## config.mk

```make
export PLATFORM = sky130hd
export DESIGN_NAME = cbc_top
export DESIGN_NICKNAME = d
export VERILOG_FILES = /design/src/verilog/cbc_pkg.sv /design/src/verilog/cbc_bor_filter.sv /design/src/verilog/cbc_top.sv
export SDC_FILE = /design/constraint.sdc
export NUM_CORES = 1
export LEC_CHECK = 0
export ABC_AREA = 1
export BUFFER_PORTS_ARGS = -buffer_cell sky130_fd_sc_hd__buf_4
export CAP_MARGIN = 20
export CORE_MARGIN = 1.5
export CORE_UTILIZATION = 52
export DETAILED_ROUTE_END_ITERATION = 10
export PLACE_DENSITY = 0.88
export REMOVE_ABC_BUFFERS = 1
export SLEW_MARGIN = 0
export SYNTH_ARGS = -nofsm -noshare
export SYNTH_HDL_FRONTEND = slang
export SYNTH_SLANG_ARGS = --single-unit
export TNS_END_PERCENT = 5
```

## constraint.sdc

```tcl
create_clock -name i_clk_sys -period 2 [get_ports i_clk_sys]
set_input_delay 0.1 -clock i_clk_sys [delete_from_list [all_inputs] [get_ports i_clk_sys]]
set_output_delay 0.1 -clock i_clk_sys [all_outputs]
set_load 0.01 [all_outputs]
```

## src/verilog/cbc_pkg.sv

```systemverilog
package cbc_pkg;
  // Register byte offsets
  localparam logic [11:0] CBC_OFF_PERIPH    = 12'h014;
  localparam logic [11:0] CBC_OFF_PINS      = 12'h018;
  localparam logic [11:0] CBC_OFF_IOBANK    = 12'h01C;
  localparam logic [11:0] CBC_OFF_BORCTL    = 12'h030;
  localparam logic [11:0] CBC_OFF_SWRST_B   = 12'h044;
  localparam logic [11:0] CBC_OFF_SWRST_C   = 12'h048;
  localparam logic [11:0] CBC_OFF_INT_STAT  = 12'h060;
  localparam logic [11:0] CBC_OFF_INT_EN    = 12'h064;
  localparam logic [11:0] CBC_OFF_INT_CLR   = 12'h068;
  // Fixed presence values
  localparam logic [31:0] CBC_PERIPH_VAL    = 32'h0107_0013;
  localparam logic [31:0] CBC_PINS_VAL      = 32'h3F3F_01FF;
  localparam logic [31:0] CBC_IOBANK_VAL    = 32'h0000_001F;
  // Brown-out control fields
  localparam int          CBC_WAIT_LSB      = 2;
  localparam int          CBC_WAIT_MSB      = 15;
  localparam int          CBC_WAIT_W        = 14;
  localparam int          CBC_SEL_BIT       = 1;
  localparam int          CBC_FILT_BIT      = 0;
  localparam logic [13:0] CBC_WAIT_RST      = 14'h1FFF;
  localparam logic        CBC_SEL_RST       = 1'b0;
  localparam logic        CBC_FILT_RST      = 1'b1;
  localparam int          CBC_MIN_COUNT     = 10000;
  // Interrupt status bit: confirmed brown-out reported as interrupt
  localparam int          CBC_IRQ_BOR       = 0;
  localparam logic [1:0]  CBC_RESP_OKAY     = 2'b00;
  localparam logic [1:0]  CBC_RESP_SLVERR   = 2'b10;
endpackage : cbc_pkg

```

## src/verilog/cbc_bor_filter.sv

```systemverilog
`timescale 1ns/1ps
`default_nettype none
module cbc_bor_filter
  import cbc_pkg::*;
#(
  parameter int WAIT_W = CBC_WAIT_W
)(
  // Clock and reset
  input  wire logic              i_clk_sys,
  input  wire logic              i_rst_n,
  // Configuration
  input  wire logic [WAIT_W-1:0] i_wait_count,
  input  wire logic              i_filter_en,
  // Detector, already synchronised
  input  wire logic              i_detect,
  // Confirmed event pulse
  output logic                   o_confirm
);
  typedef enum logic [1:0] {CBC_IDLE, CBC_WAIT, CBC_HOLD} cbc_flt_t;
  cbc_flt_t          state;
  logic [WAIT_W-1:0] count;

  always_ff @(posedge i_clk_sys or negedge i_rst_n)
  begin
    if (!i_rst_n)
    begin
      state     <= CBC_IDLE;
      count     <= '0;
      o_confirm <= 1'b0;
    end
    else
    begin
      o_confirm <= 1'b0;
      case (state)
        CBC_IDLE:
          if (i_detect)
          begin
            if (i_filter_en)
            begin
              state <= CBC_WAIT;
              count <= i_wait_count;
            end
            else
            begin
              o_confirm <= 1'b1;
              state     <= CBC_HOLD;
            end
          end
        CBC_WAIT:
          if (count == '0)
          begin
            // Resample point: still asserted confirms, else noise
            o_confirm <= i_detect;
            state     <= i_detect ? CBC_HOLD : CBC_IDLE;
          end
          else
            count <= count - 1'b1;
        CBC_HOLD:
          // One report per assertion; rearm once detector drops
          if (!i_detect)
            state <= CBC_IDLE;
        default:
          state <= CBC_IDLE;
      endcase
    end
  end

  a_noise_suppress: assert property (@(posedge i_clk_sys) disable iff (!i_rst_n)
    (state == CBC_WAIT && count == '0 && !i_detect) |=> !o_confirm)
    else $error("noise event reported");
  a_direct_report: assert property (@(posedge i_clk_sys) disable iff (!i_rst_n)
    (state == CBC_IDLE && i_detect && !i_filter_en) |=> o_confirm)
    else $error("unfiltered event not reported");
  a_wait_start: assert property (@(posedge i_clk_sys) disable iff (!i_rst_n)
    (state == CBC_IDLE && i_detect && i_filter_en) |=> (state == CBC_WAIT && !o_confirm))
    else $error("filter wait not started");
  a_confirm_cause: assert property (@(posedge i_clk_sys) disable iff (!i_rst_n)
    o_confirm |-> ($past(state) != CBC_HOLD))
    else $error("confirm from hold state");
  c_filtered: cover property (@(posedge i_clk_sys) disable iff (!i_rst_n)
    (state == CBC_WAIT) ##1 o_confirm);
  c_noise: cover property (@(posedge i_clk_sys) disable iff (!i_rst_n)
    (state == CBC_WAIT && count == '0 && !i_detect));
endmodule : cbc_bor_filter
`default_nettype wire

```

## src/verilog/cbc_top.sv

```systemverilog
// Summary of operation
// - Peripheral presence reads comparator, timers, serial ones
// - Unused bits read zero; software leaves them
// - Pin presence bits 29:24 timer pins
// - Pin presence bits 21:16 analog inputs
// - Bits 8,7,6 comparator out, pos, neg
// - Bits 5:0 pulse outputs; 15:9 unused
// - Bank presence bits 4:0, rest unused
// - Wait count field 15:2, resets 0x1FFF
// - Wait field counts beyond ten thousand
// - Select bit picks reset or interrupt
// - Filter on: wait, resample, report if held
// - Deasserted at resample means noise, suppressed
// - Filter off: report assertion immediately
// - Software reset writes masked by presence bits
`timescale 1ns/1ps
`default_nettype none
module cbc_top
  import cbc_pkg::*;
(
  // Clock and reset
  input  wire logic        i_clk_sys,
  input  wire logic        i_rst_n,
  // AXI4-Lite write address
  input  wire logic        i_awvalid,
  output logic             o_awready,
  input  wire logic [11:0] i_awaddr,
  // AXI4-Lite write data
  input  wire logic        i_wvalid,
  output logic             o_wready,
  input  wire logic [31:0] i_wdata,
  input  wire logic [3:0]  i_wstrb,
  // AXI4-Lite write response
  output logic             o_bvalid,
  input  wire logic        i_bready,
  output logic [1:0]       o_bresp,
  // AXI4-Lite read address
  input  wire logic        i_arvalid,
  output logic             o_arready,
  input  wire logic [11:0] i_araddr,
  // AXI4-Lite read data
  output logic             o_rvalid,
  input  wire logic        i_rready,
  output logic [31:0]      o_rdata,
  output logic [1:0]       o_rresp,
  // Brown-out detector, asynchronous
  input  wire logic        i_brownout_detect,
  // Reports to system controller
  output logic             o_brownout_reset,
  output logic             o_irq,
  // Software reset outputs
  output logic [31:0]      o_swrst_periph,
  output logic [31:0]      o_swrst_bank
);
  logic                  aw_held;
  logic                  w_held;
  logic [11:0]           aw_addr;
  logic [31:0]           w_data;
  logic [3:0]            w_strb;
  logic [CBC_WAIT_W-1:0] wait_count;
  logic                  reset_select;
  logic                  filter_enable;
  logic                  int_status;
  logic                  int_enable;
  logic                  sync_meta;
  logic                  sync_detect;
  logic                  confirm;
  logic                  do_write;
  logic [31:0]           next_ctl;

  // Byte-lane merge used by the brown-out control and software reset registers
  function automatic logic [31:0] cbc_merge(input logic [31:0] old_v,
                                            input logic [31:0] new_v,
                                            input logic [3:0]  strb);
    logic [31:0] r;
    r = old_v;
    for (int i = 0; i < 4; i++)
      if (strb[i])
        r[i*8 +: 8] = new_v[i*8 +: 8];
    return r;
  endfunction : cbc_merge

  function automatic logic cbc_mapped(input logic [11:0] a);
    return a == CBC_OFF_PERIPH || a == CBC_OFF_PINS || a == CBC_OFF_IOBANK ||
           a == CBC_OFF_BORCTL || a == CBC_OFF_SWRST_B || a == CBC_OFF_SWRST_C ||
           a == CBC_OFF_INT_STAT || a == CBC_OFF_INT_EN || a == CBC_OFF_INT_CLR;
  endfunction : cbc_mapped

  // Write channel: address and data accepted in either order
  assign do_write = aw_held && w_held && !o_bvalid;

  always_ff @(posedge i_clk_sys or negedge i_rst_n)
  begin
    if (!i_rst_n)
    begin
      aw_held   <= 1'b0;
      w_held    <= 1'b0;
      aw_addr   <= '0;
      w_data    <= '0;
      w_strb    <= '0;
      o_awready <= 1'b0;
      o_wready  <= 1'b0;
      o_bvalid  <= 1'b0;
      o_bresp   <= CBC_RESP_OKAY;
    end
    else
    begin
      o_awready <= !aw_held && !(i_awvalid && o_awready);
      o_wready  <= !w_held && !(i_wvalid && o_wready);
      if (i_awvalid && o_awready)
      begin
        aw_held <= 1'b1;
        aw_addr <= {i_awaddr[11:2], 2'b00};
      end
      if (i_wvalid && o_wready)
      begin
        w_held <= 1'b1;
        w_data <= i_wdata;
        w_strb <= i_wstrb;
      end
      if (do_write)
      begin
        aw_held  <= 1'b0;
        w_held   <= 1'b0;
        o_bvalid <= 1'b1;
        o_bresp  <= cbc_mapped(aw_addr) ? CBC_RESP_OKAY : CBC_RESP_SLVERR;
      end
      else if (o_bvalid && i_bready)
        o_bvalid <= 1'b0;
    end
  end

  // Read channel, one outstanding read
  always_ff @(posedge i_clk_sys or negedge i_rst_n)
  begin
    if (!i_rst_n)
    begin
      o_arready <= 1'b0;
      o_rvalid  <= 1'b0;
      o_rdata   <= '0;
      o_rresp   <= CBC_RESP_OKAY;
    end
    else
    begin
      o_arready <= !o_rvalid && !(i_arvalid && o_arready);
      if (i_arvalid && o_arready)
      begin
        o_rvalid <= 1'b1;
        o_rresp  <= cbc_mapped({i_araddr[11:2], 2'b00}) ? CBC_RESP_OKAY : CBC_RESP_SLVERR;
        // Unused bits read zero, a legal choice for indeterminate bits
        case ({i_araddr[11:2], 2'b00})
          CBC_OFF_PERIPH:   o_rdata <= CBC_PERIPH_VAL;
          CBC_OFF_PINS:     o_rdata <= CBC_PINS_VAL;
          CBC_OFF_IOBANK:   o_rdata <= CBC_IOBANK_VAL;
          CBC_OFF_BORCTL:   o_rdata <= {16'h0000, wait_count, reset_select, filter_enable};
          CBC_OFF_SWRST_B:  o_rdata <= o_swrst_periph;
          CBC_OFF_SWRST_C:  o_rdata <= o_swrst_bank;
          CBC_OFF_INT_STAT: o_rdata <= {31'h0000_0000, int_status};
          CBC_OFF_INT_EN:   o_rdata <= {31'h0000_0000, int_enable};
          default:          o_rdata <= 32'h0000_0000;
        endcase
      end
      else if (o_rvalid && i_rready)
        o_rvalid <= 1'b0;
    end
  end

  // Brown-out control register; capability offsets have no write path
  assign next_ctl = cbc_merge({16'h0000, wait_count, reset_select, filter_enable},
                              w_data, w_strb);

  always_ff @(posedge i_clk_sys or negedge i_rst_n)
  begin
    if (!i_rst_n)
    begin
      wait_count    <= CBC_WAIT_RST;
      reset_select  <= CBC_SEL_RST;
      filter_enable <= CBC_FILT_RST;
    end
    else if (do_write && aw_addr == CBC_OFF_BORCTL)
    begin
      wait_count    <= next_ctl[CBC_WAIT_MSB:CBC_WAIT_LSB];
      reset_select  <= next_ctl[CBC_SEL_BIT];
      filter_enable <= next_ctl[CBC_FILT_BIT];
    end
  end

  // Software resets masked by presence values
  always_ff @(posedge i_clk_sys or negedge i_rst_n)
  begin
    if (!i_rst_n)
    begin
      o_swrst_periph <= '0;
      o_swrst_bank   <= '0;
    end
    else if (do_write)
    begin
      if (aw_addr == CBC_OFF_SWRST_B)
        o_swrst_periph <= cbc_merge(o_swrst_periph, w_data, w_strb) & CBC_PERIPH_VAL;
      if (aw_addr == CBC_OFF_SWRST_C)
        o_swrst_bank <= cbc_merge(o_swrst_bank, w_data, w_strb) & CBC_IOBANK_VAL;
    end
  end

  // Two-stage synchroniser; first stage read only by second
  always_ff @(posedge i_clk_sys or negedge i_rst_n)
  begin
    if (!i_rst_n)
    begin
      sync_meta   <= 1'b0;
      sync_detect <= 1'b0;
    end
    else
    begin
      sync_meta   <= i_brownout_detect;
      sync_detect <= sync_meta;
    end
  end

  cbc_bor_filter #(
    .WAIT_W (CBC_WAIT_W)
  ) cbc_bor_filter_i (
    .i_clk_sys    (i_clk_sys),
    .i_rst_n      (i_rst_n),
    .i_wait_count (wait_count),
    .i_filter_en  (filter_enable),
    .i_detect     (sync_detect),
    .o_confirm    (confirm)
  );

  // Report routing; set wins over a clear in the same cycle
  always_ff @(posedge i_clk_sys or negedge i_rst_n)
  begin
    if (!i_rst_n)
    begin
      o_brownout_reset <= 1'b0;
      int_status       <= 1'b0;
      int_enable       <= 1'b0;
      o_irq            <= 1'b0;
    end
    else
    begin
      o_brownout_reset <= confirm && reset_select;
      if (do_write && aw_addr == CBC_OFF_INT_EN && w_strb[0])
        int_enable <= w_data[CBC_IRQ_BOR];
      if (confirm && !reset_select)
        int_status <= 1'b1;
      else if (do_write && aw_addr == CBC_OFF_INT_CLR && w_strb[0] && w_data[CBC_IRQ_BOR])
        int_status <= 1'b0;
      o_irq <= int_status && int_enable;
    end
  end

  a_wait_width: assert property (@(posedge i_clk_sys) disable iff (!i_rst_n)
    (2 ** CBC_WAIT_W) > CBC_MIN_COUNT)
    else $error("wait field too narrow");
  a_reset_route: assert property (@(posedge i_clk_sys) disable iff (!i_rst_n)
    (confirm && reset_select) |=> (o_brownout_reset && !$rose(int_status)))
    else $error("reset not routed");
  a_int_route: assert property (@(posedge i_clk_sys) disable iff (!i_rst_n)
    (confirm && !reset_select) |=> (int_status && !o_brownout_reset))
    else $error("interrupt not routed");
  a_cap_periph: assert property (@(posedge i_clk_sys) disable iff (!i_rst_n)
    (i_arvalid && o_arready && i_araddr == CBC_OFF_PERIPH) |=> o_rdata == 32'h0107_0013)
    else $error("peripheral presence wrong");
  a_cap_pins: assert property (@(posedge i_clk_sys) disable iff (!i_rst_n)
    (i_arvalid && o_arready && i_araddr == CBC_OFF_PINS) |=> o_rdata == 32'h3F3F_01FF)
    else $error("pin presence wrong");
  a_cap_bank: assert property (@(posedge i_clk_sys) disable iff (!i_rst_n)
    (i_arvalid && o_arready && i_araddr == CBC_OFF_IOBANK) |=> o_rdata == 32'h0000_001F)
    else $error("bank presence wrong");
  a_swrst_mask: assert property (@(posedge i_clk_sys) disable iff (!i_rst_n)
    (o_swrst_periph & ~CBC_PERIPH_VAL) == '0 && (o_swrst_bank & ~CBC_IOBANK_VAL) == '0)
    else $error("absent unit reset set");
  a_sync_delay: assert property (@(posedge i_clk_sys) disable iff (!i_rst_n)
    ##2 sync_detect == $past(i_brownout_detect, 2))
    else $error("sync delay wrong");
  c_bor_reset: cover property (@(posedge i_clk_sys) disable iff (!i_rst_n) $rose(o_brownout_reset));
  c_bor_irq: cover property (@(posedge i_clk_sys) disable iff (!i_rst_n) $rose(o_irq));
  c_ctl_write: cover property (@(posedge i_clk_sys) disable iff (!i_rst_n)
    do_write && aw_addr == CBC_OFF_BORCTL);
endmodule : cbc_top
`default_nettype wire

```

# == Word level (Yosys, flattened, before mapping) ==
# Index checks and enable logic that the tools add are counted.
# op_classes
add_sub_neg,1
reduce_logical,59
eq_ne,25
mux,27
# ops
op,count
30-bit case mux with 8 select lines,1
10-bit by 5-bit equality test with 1-bit output (second input constant),10
10-bit by 3-bit equality test with 1-bit output (second input constant),6
14-bit 2-to-1 mux,3
14-bit case mux with 2 select lines,1
10-bit by 4-bit equality test with 1-bit output (second input constant),2
1-bit logical AND,19
1-bit logical OR,16
3-bit AND reduction,5
14-bit zero test,1
2-bit 2-to-1 mux,7
14-bit by 1-bit subtractor with 14-bit output (second input constant),1
1-bit 2-to-1 mux,13
2-bit nonzero test,6
1-bit zero test,8
2-bit inequality test (second input constant),4
2-bit case mux with 3 select lines,1
2-bit AND reduction,2
4-bit AND reduction,1
2-bit by 1-bit equality test with 1-bit output (second input constant),1
2-bit equality test (second input constant),1
2-bit zero test,1
2-bit by 1-bit inequality test with 1-bit output (second input constant),1
1-bit case mux with 2 select lines,1
# totals
in_bits,68
ff_bits,133

# == Logic depth before layout (Yosys ltp) ==
# logic_depth
depth_word,10
depth_mapped,12

# == By module ==
# Synthesis repeated with hierarchy kept, for this count alone.
# unflattened
hier_cells,737
area_unflattened_um2,5985.7
# modules_own_cells
module,area_each_um2,seq_area_each_um2,n_inst,cells_per_inst
cbc_top,4778.3,2469.9,1,559
cbc_bor_filter,1207.4,425.4,1,178

# == Least setup slack after synthesis ==
# OpenSTA, ideal clock, no wires.
# synth_timing
path_type,register -> register
startpoint,register cbc_bor_filter_i.count[0]
endpoint,register cbc_bor_filter_i.count[10]
path_stages_with_launch,13
slack_ns,0.442
synth_period_minus_slack_ns,1.558
t_arrival_ns,1.441
path_cell_list,dfrtp_1 > inv_1 > ha_1 > inv_1 > nor2_2 > nand2_2 > nor2_8 > nand3_2 > nand2_4 > inv_4 > buf_6 > nand3_2 > nand2_1
# synth_between
elab_chain_cells,3
# synth_lines
item,line,source
from (decl),cbc_bor_filter.sv:21,logic [WAIT_W-1:0] count;
from (signal assigned),cbc_bor_filter.sv:41,count <= i_wait_count;
from (signal assigned),cbc_bor_filter.sv:57,count <= count - 1'b1;
14-bit by 1-bit subtractor with 14-bit output / 14-bit zero test (equally long branches),"cbc_bor_filter.sv:57, cbc_bor_filter.sv:50",
14-bit 2-to-1 mux / 2-bit inequality test (equally long branches),-,
14-bit case mux with 2 select lines / 4-bit AND reduction (equally long branches),-,
# Parallel ways exist; a longest one is shown, timed or not. The select of a mux whose other input is x is not followed.
# A chain may end at the register's enable or synchronous reset.

# == Worst setup path after layout ==
# layout_timing
startpoint,register cbc_bor_filter_i.count[0]
endpoint,register cbc_bor_filter_i.count[0]
# The elaborated chain is that of the path after synthesis.

==> flow_summary.toml <==
[sta]
setup_tns_ns = 0
setup_viol = 0
maxSlewViolCount = 0
tightest_slew_ns = 0.5693
rsz0062_at_grt = "no"
fin_skew_ns = 0.01006
period_share_pct = 88.88
whs_ns = 0.07431
fin_crit_ns = 1.778
hold_viol_final = 0
max_freq_mhz = 562.6
max_slew_margin_pct = 62.05

[synthesis]
synth_area_per_cell_um2 = 7.998
yosys_warnings = 0
synth_ff_type = "dfrtp_1"
synthTopCellsByArea = "dfrtp_1 42%, nand2_1 15%, buf_4 8.2%, dfstp_2 6.1%, o21ai_0 5.8%"
netlist_instances = 755
synthAdderAreaFrac_pct = 0.2072
synth.distinct_cells = 33
synth_top_cell_by_area = "dfrtp_1"
synth_mux_area_share_pct = 0
synth_top_family_by_area = "simple AND/OR/NAND/NOR gates"
synth_xor_area_share_pct = 0
synth_compound_area_share_pct = 8.703
synth_edf_count = 0
synth.most_common_cell = "nand2_1"
syn_area_um2 = 6038
synth_top_area_share_pct = 41.86
async_flop_share_pct = 100.0
synth.yosys.seq_area_share_pct = 47.95
synthSimpleGateAreaFrac_pct = 28.20
ys_top_cells_by_count = "248 x nand2_1, 101 x dfrtp_1, 77 x inv_1"
synth-seq-cells = 115

[detailed_routing]
ant_nets = 0
wl_per_cell_um = 14.12
vias = 5357
drt_iter0_drc = 555
viasPerCell = 5.092
drc = 0
drt-pass1-iter-count = 6
wl_um = 14860

[critical_path]
path_class = "reg2reg"
worst_setup_path_end_kind = "flop"
max_stage_delay_ns = 0.36
worstRegToRegCells = 11
crit_slowest_cell = "dfrtp_1"
startpoint_type = "flop"
required_ns = 2.27
r2r_end = "cbc_bor_filter_i.count[0]"
worstPathArrival_ns = 2.05
path_max_fanout = 17
r2r-start = "cbc_bor_filter_i.count[0]"
critPathMostFrequentCell = "inv_1"
path_cells = "inv_1 -> ha_1 -> inv_1 -> nor2_2 -> nand2_2 -> nor2_8 -> nand3_2 -> nand2_4 -> inv_4 -> nand2_1 -> o21ai_0"
rrSetupSlack_ns = 0.22

[final_layout]
multi_input_area_um2 = 2459
drive_gt1_share_pct = 20.46
utilization_pct = 67.00
fillers = 890
finalNetCount = 965
syn2layout_area_growth_pct = 26.15
antenna_cells = 0
seq_area_um2 = 2895

[clock_network]
cts_buffer_depth = 2
cts_buffers = 17
cts_resized = 0
clock_latency_ns = 0.41
cts_tree = "yes"
clk_pin_slew_ns = 0.06
root_buffer = "clkbuf_16"
clock-sinks = 115
htreeDepth = 4

[die]
initial_core_util_pct = 53.11
fp.dieH_um = 110.8
fp.dieW_um = 110.8
rows = 39
core_area_um2 = 11370
die_area_um2 = 12270
io_pins = 175

[grt]
grt_pass1_vias = 5165
grt_max_degree = 105
grt_pass1_wl_um = 24560
gr-total-overflow = 0
grt_usage_pct = 24.90
grt_antenna_before_repair = 0

[placement]
portBuffers = 100
gp_congestion = 0.9358
dp_hpwl_um = 9616

[power]
totalPowerFinal_mw = 7.493
power_leakage_nw = 3.938
power_density_nw_per_um2 = 983.6
ir_drop_mv = 0.6750

[worst_hold_path]
min_path_type = "in2async"

[outcome]
status = "completed"

[flow_run]
timing.max_cap.violations = 0
[critical path, delay by kind of cell, from the launching register on]
family                     cells  cell delay (ns)
AOI/OAI and AO/OA              1             0.08
adders and majority gates      1             0.18
DFF                            1             0.36
buffers and inverters          3             0.30
and+or+nand+nor                6             0.72
[power breakdown]
| part | switching, mW | internal, mW |
|---|---|---|
| sequential | 0.284 | 2.79 |
| combinational | 1.05 | 0.563 |
| clock | 0.996 | 1.80 |
| total | 2.33 | 5.16 |
[kinds of logic (layout without fill, tap and decap cells)]
family | after synthesis | in the layout
simple gates | 379 | 379
buf+inv | 165 | 262
flops | 115 | 115
compound gates | 94 | 94
fa+ha+maj | 1 | 1
other cells | 1 | 58
[through the flow]
stage / instance area [um2] / setup WS (ns) / cells
global route: 7617 / 0.03573 / 1052
global placement: 6670 / 0.3046 / 980
finish: 7617 / 0.2224 / 1052
floorplan: 5660 / 0.2632 / 728
CTS: 7617 / 0.2331 / 1052
detailed placement: 6670 / 0.2307 / 980
[sequential cells by signal, summed over array words and instances (netlist names), 2 cells and up]
name,count
cbc_bor_filter_i.count,14
o_rdata,21
o_swrst_bank,5
cbc_bor_filter_i.state,2
w_strb,4
o_swrst_periph,7
w_data,20
wait_count,14
aw_addr,10
[what timing repair did]
action	in CTS	in global routing
setup buffers	0	0
hold endpoints to repair	138	0
hold buffers	40	0
[layout make-up]
class                   instances  area share, %
flip-flops and latches        115          38.01
multi-input cells             532          32.28
repair buffers                149          16.16
clock buffers                  28          6.521
inverters                      81          4.024
well taps                     143          2.349
clock inverters                 4         0.6570
[metal layers]
| layer | share of wire (%) | vias to the layer above | track usage, % |
|---|---|---|---|
| li1 | - | 2548 | - |
| met3 | 6.4 | 45 | 5.741 |
| met5 | 0 | - | 0 |
| met2 | 49 | 252 | 41.32 |
| met1 | 42 | 2512 | 31.17 |
| met4 | 3.1 | 0 | 11.03 |
[worst max path at each step]
stage	startpoint	cells after the start	slack, ns	endpoint
5_1_grt	cbc_bor_filter_i.count[0]	11	0.04	cbc_bor_filter_i.count[2]
2_1_floorplan	o_wready	4	0.26	w_held
3_5_place_dp	cbc_bor_filter_i.count[0]	10	0.23	cbc_bor_filter_i.count[0]
3_3_place_gp	cbc_bor_filter_i.count[0]	11	0.30	cbc_bor_filter_i.count[1]
6_report	cbc_bor_filter_i.count[0]	11	0.22	cbc_bor_filter_i.count[0]
4_1_cts	cbc_bor_filter_i.count[0]	11	0.23	cbc_bor_filter_i.count[0]
[cells in the final DEF (no fill, tap or decap), types with 10 or more instances in the layout]
| cell type | synthesis | final |
|---|---|---|
| buf_4 | 66 | 108 |
| dfrtp_1 | 101 | 101 |
| o21ai_0 | 70 | 70 |
| dfstp_2 | 14 | 14 |
| conb_1 | 1 | 58 |
| nand3_1 | 38 | 38 |
| o21ai_1 | 10 | 10 |
| nor2_1 | 39 | 39 |
| nand2_1 | 248 | 248 |
| inv_1 | 77 | 77 |
| nand4_1 | 17 | 17 |
| dlygate4sd3_1 | 0 | 40 |
| clkbuf_16 | 0 | 17 |
No activity file was read; power rests on OpenSTA's default activity.
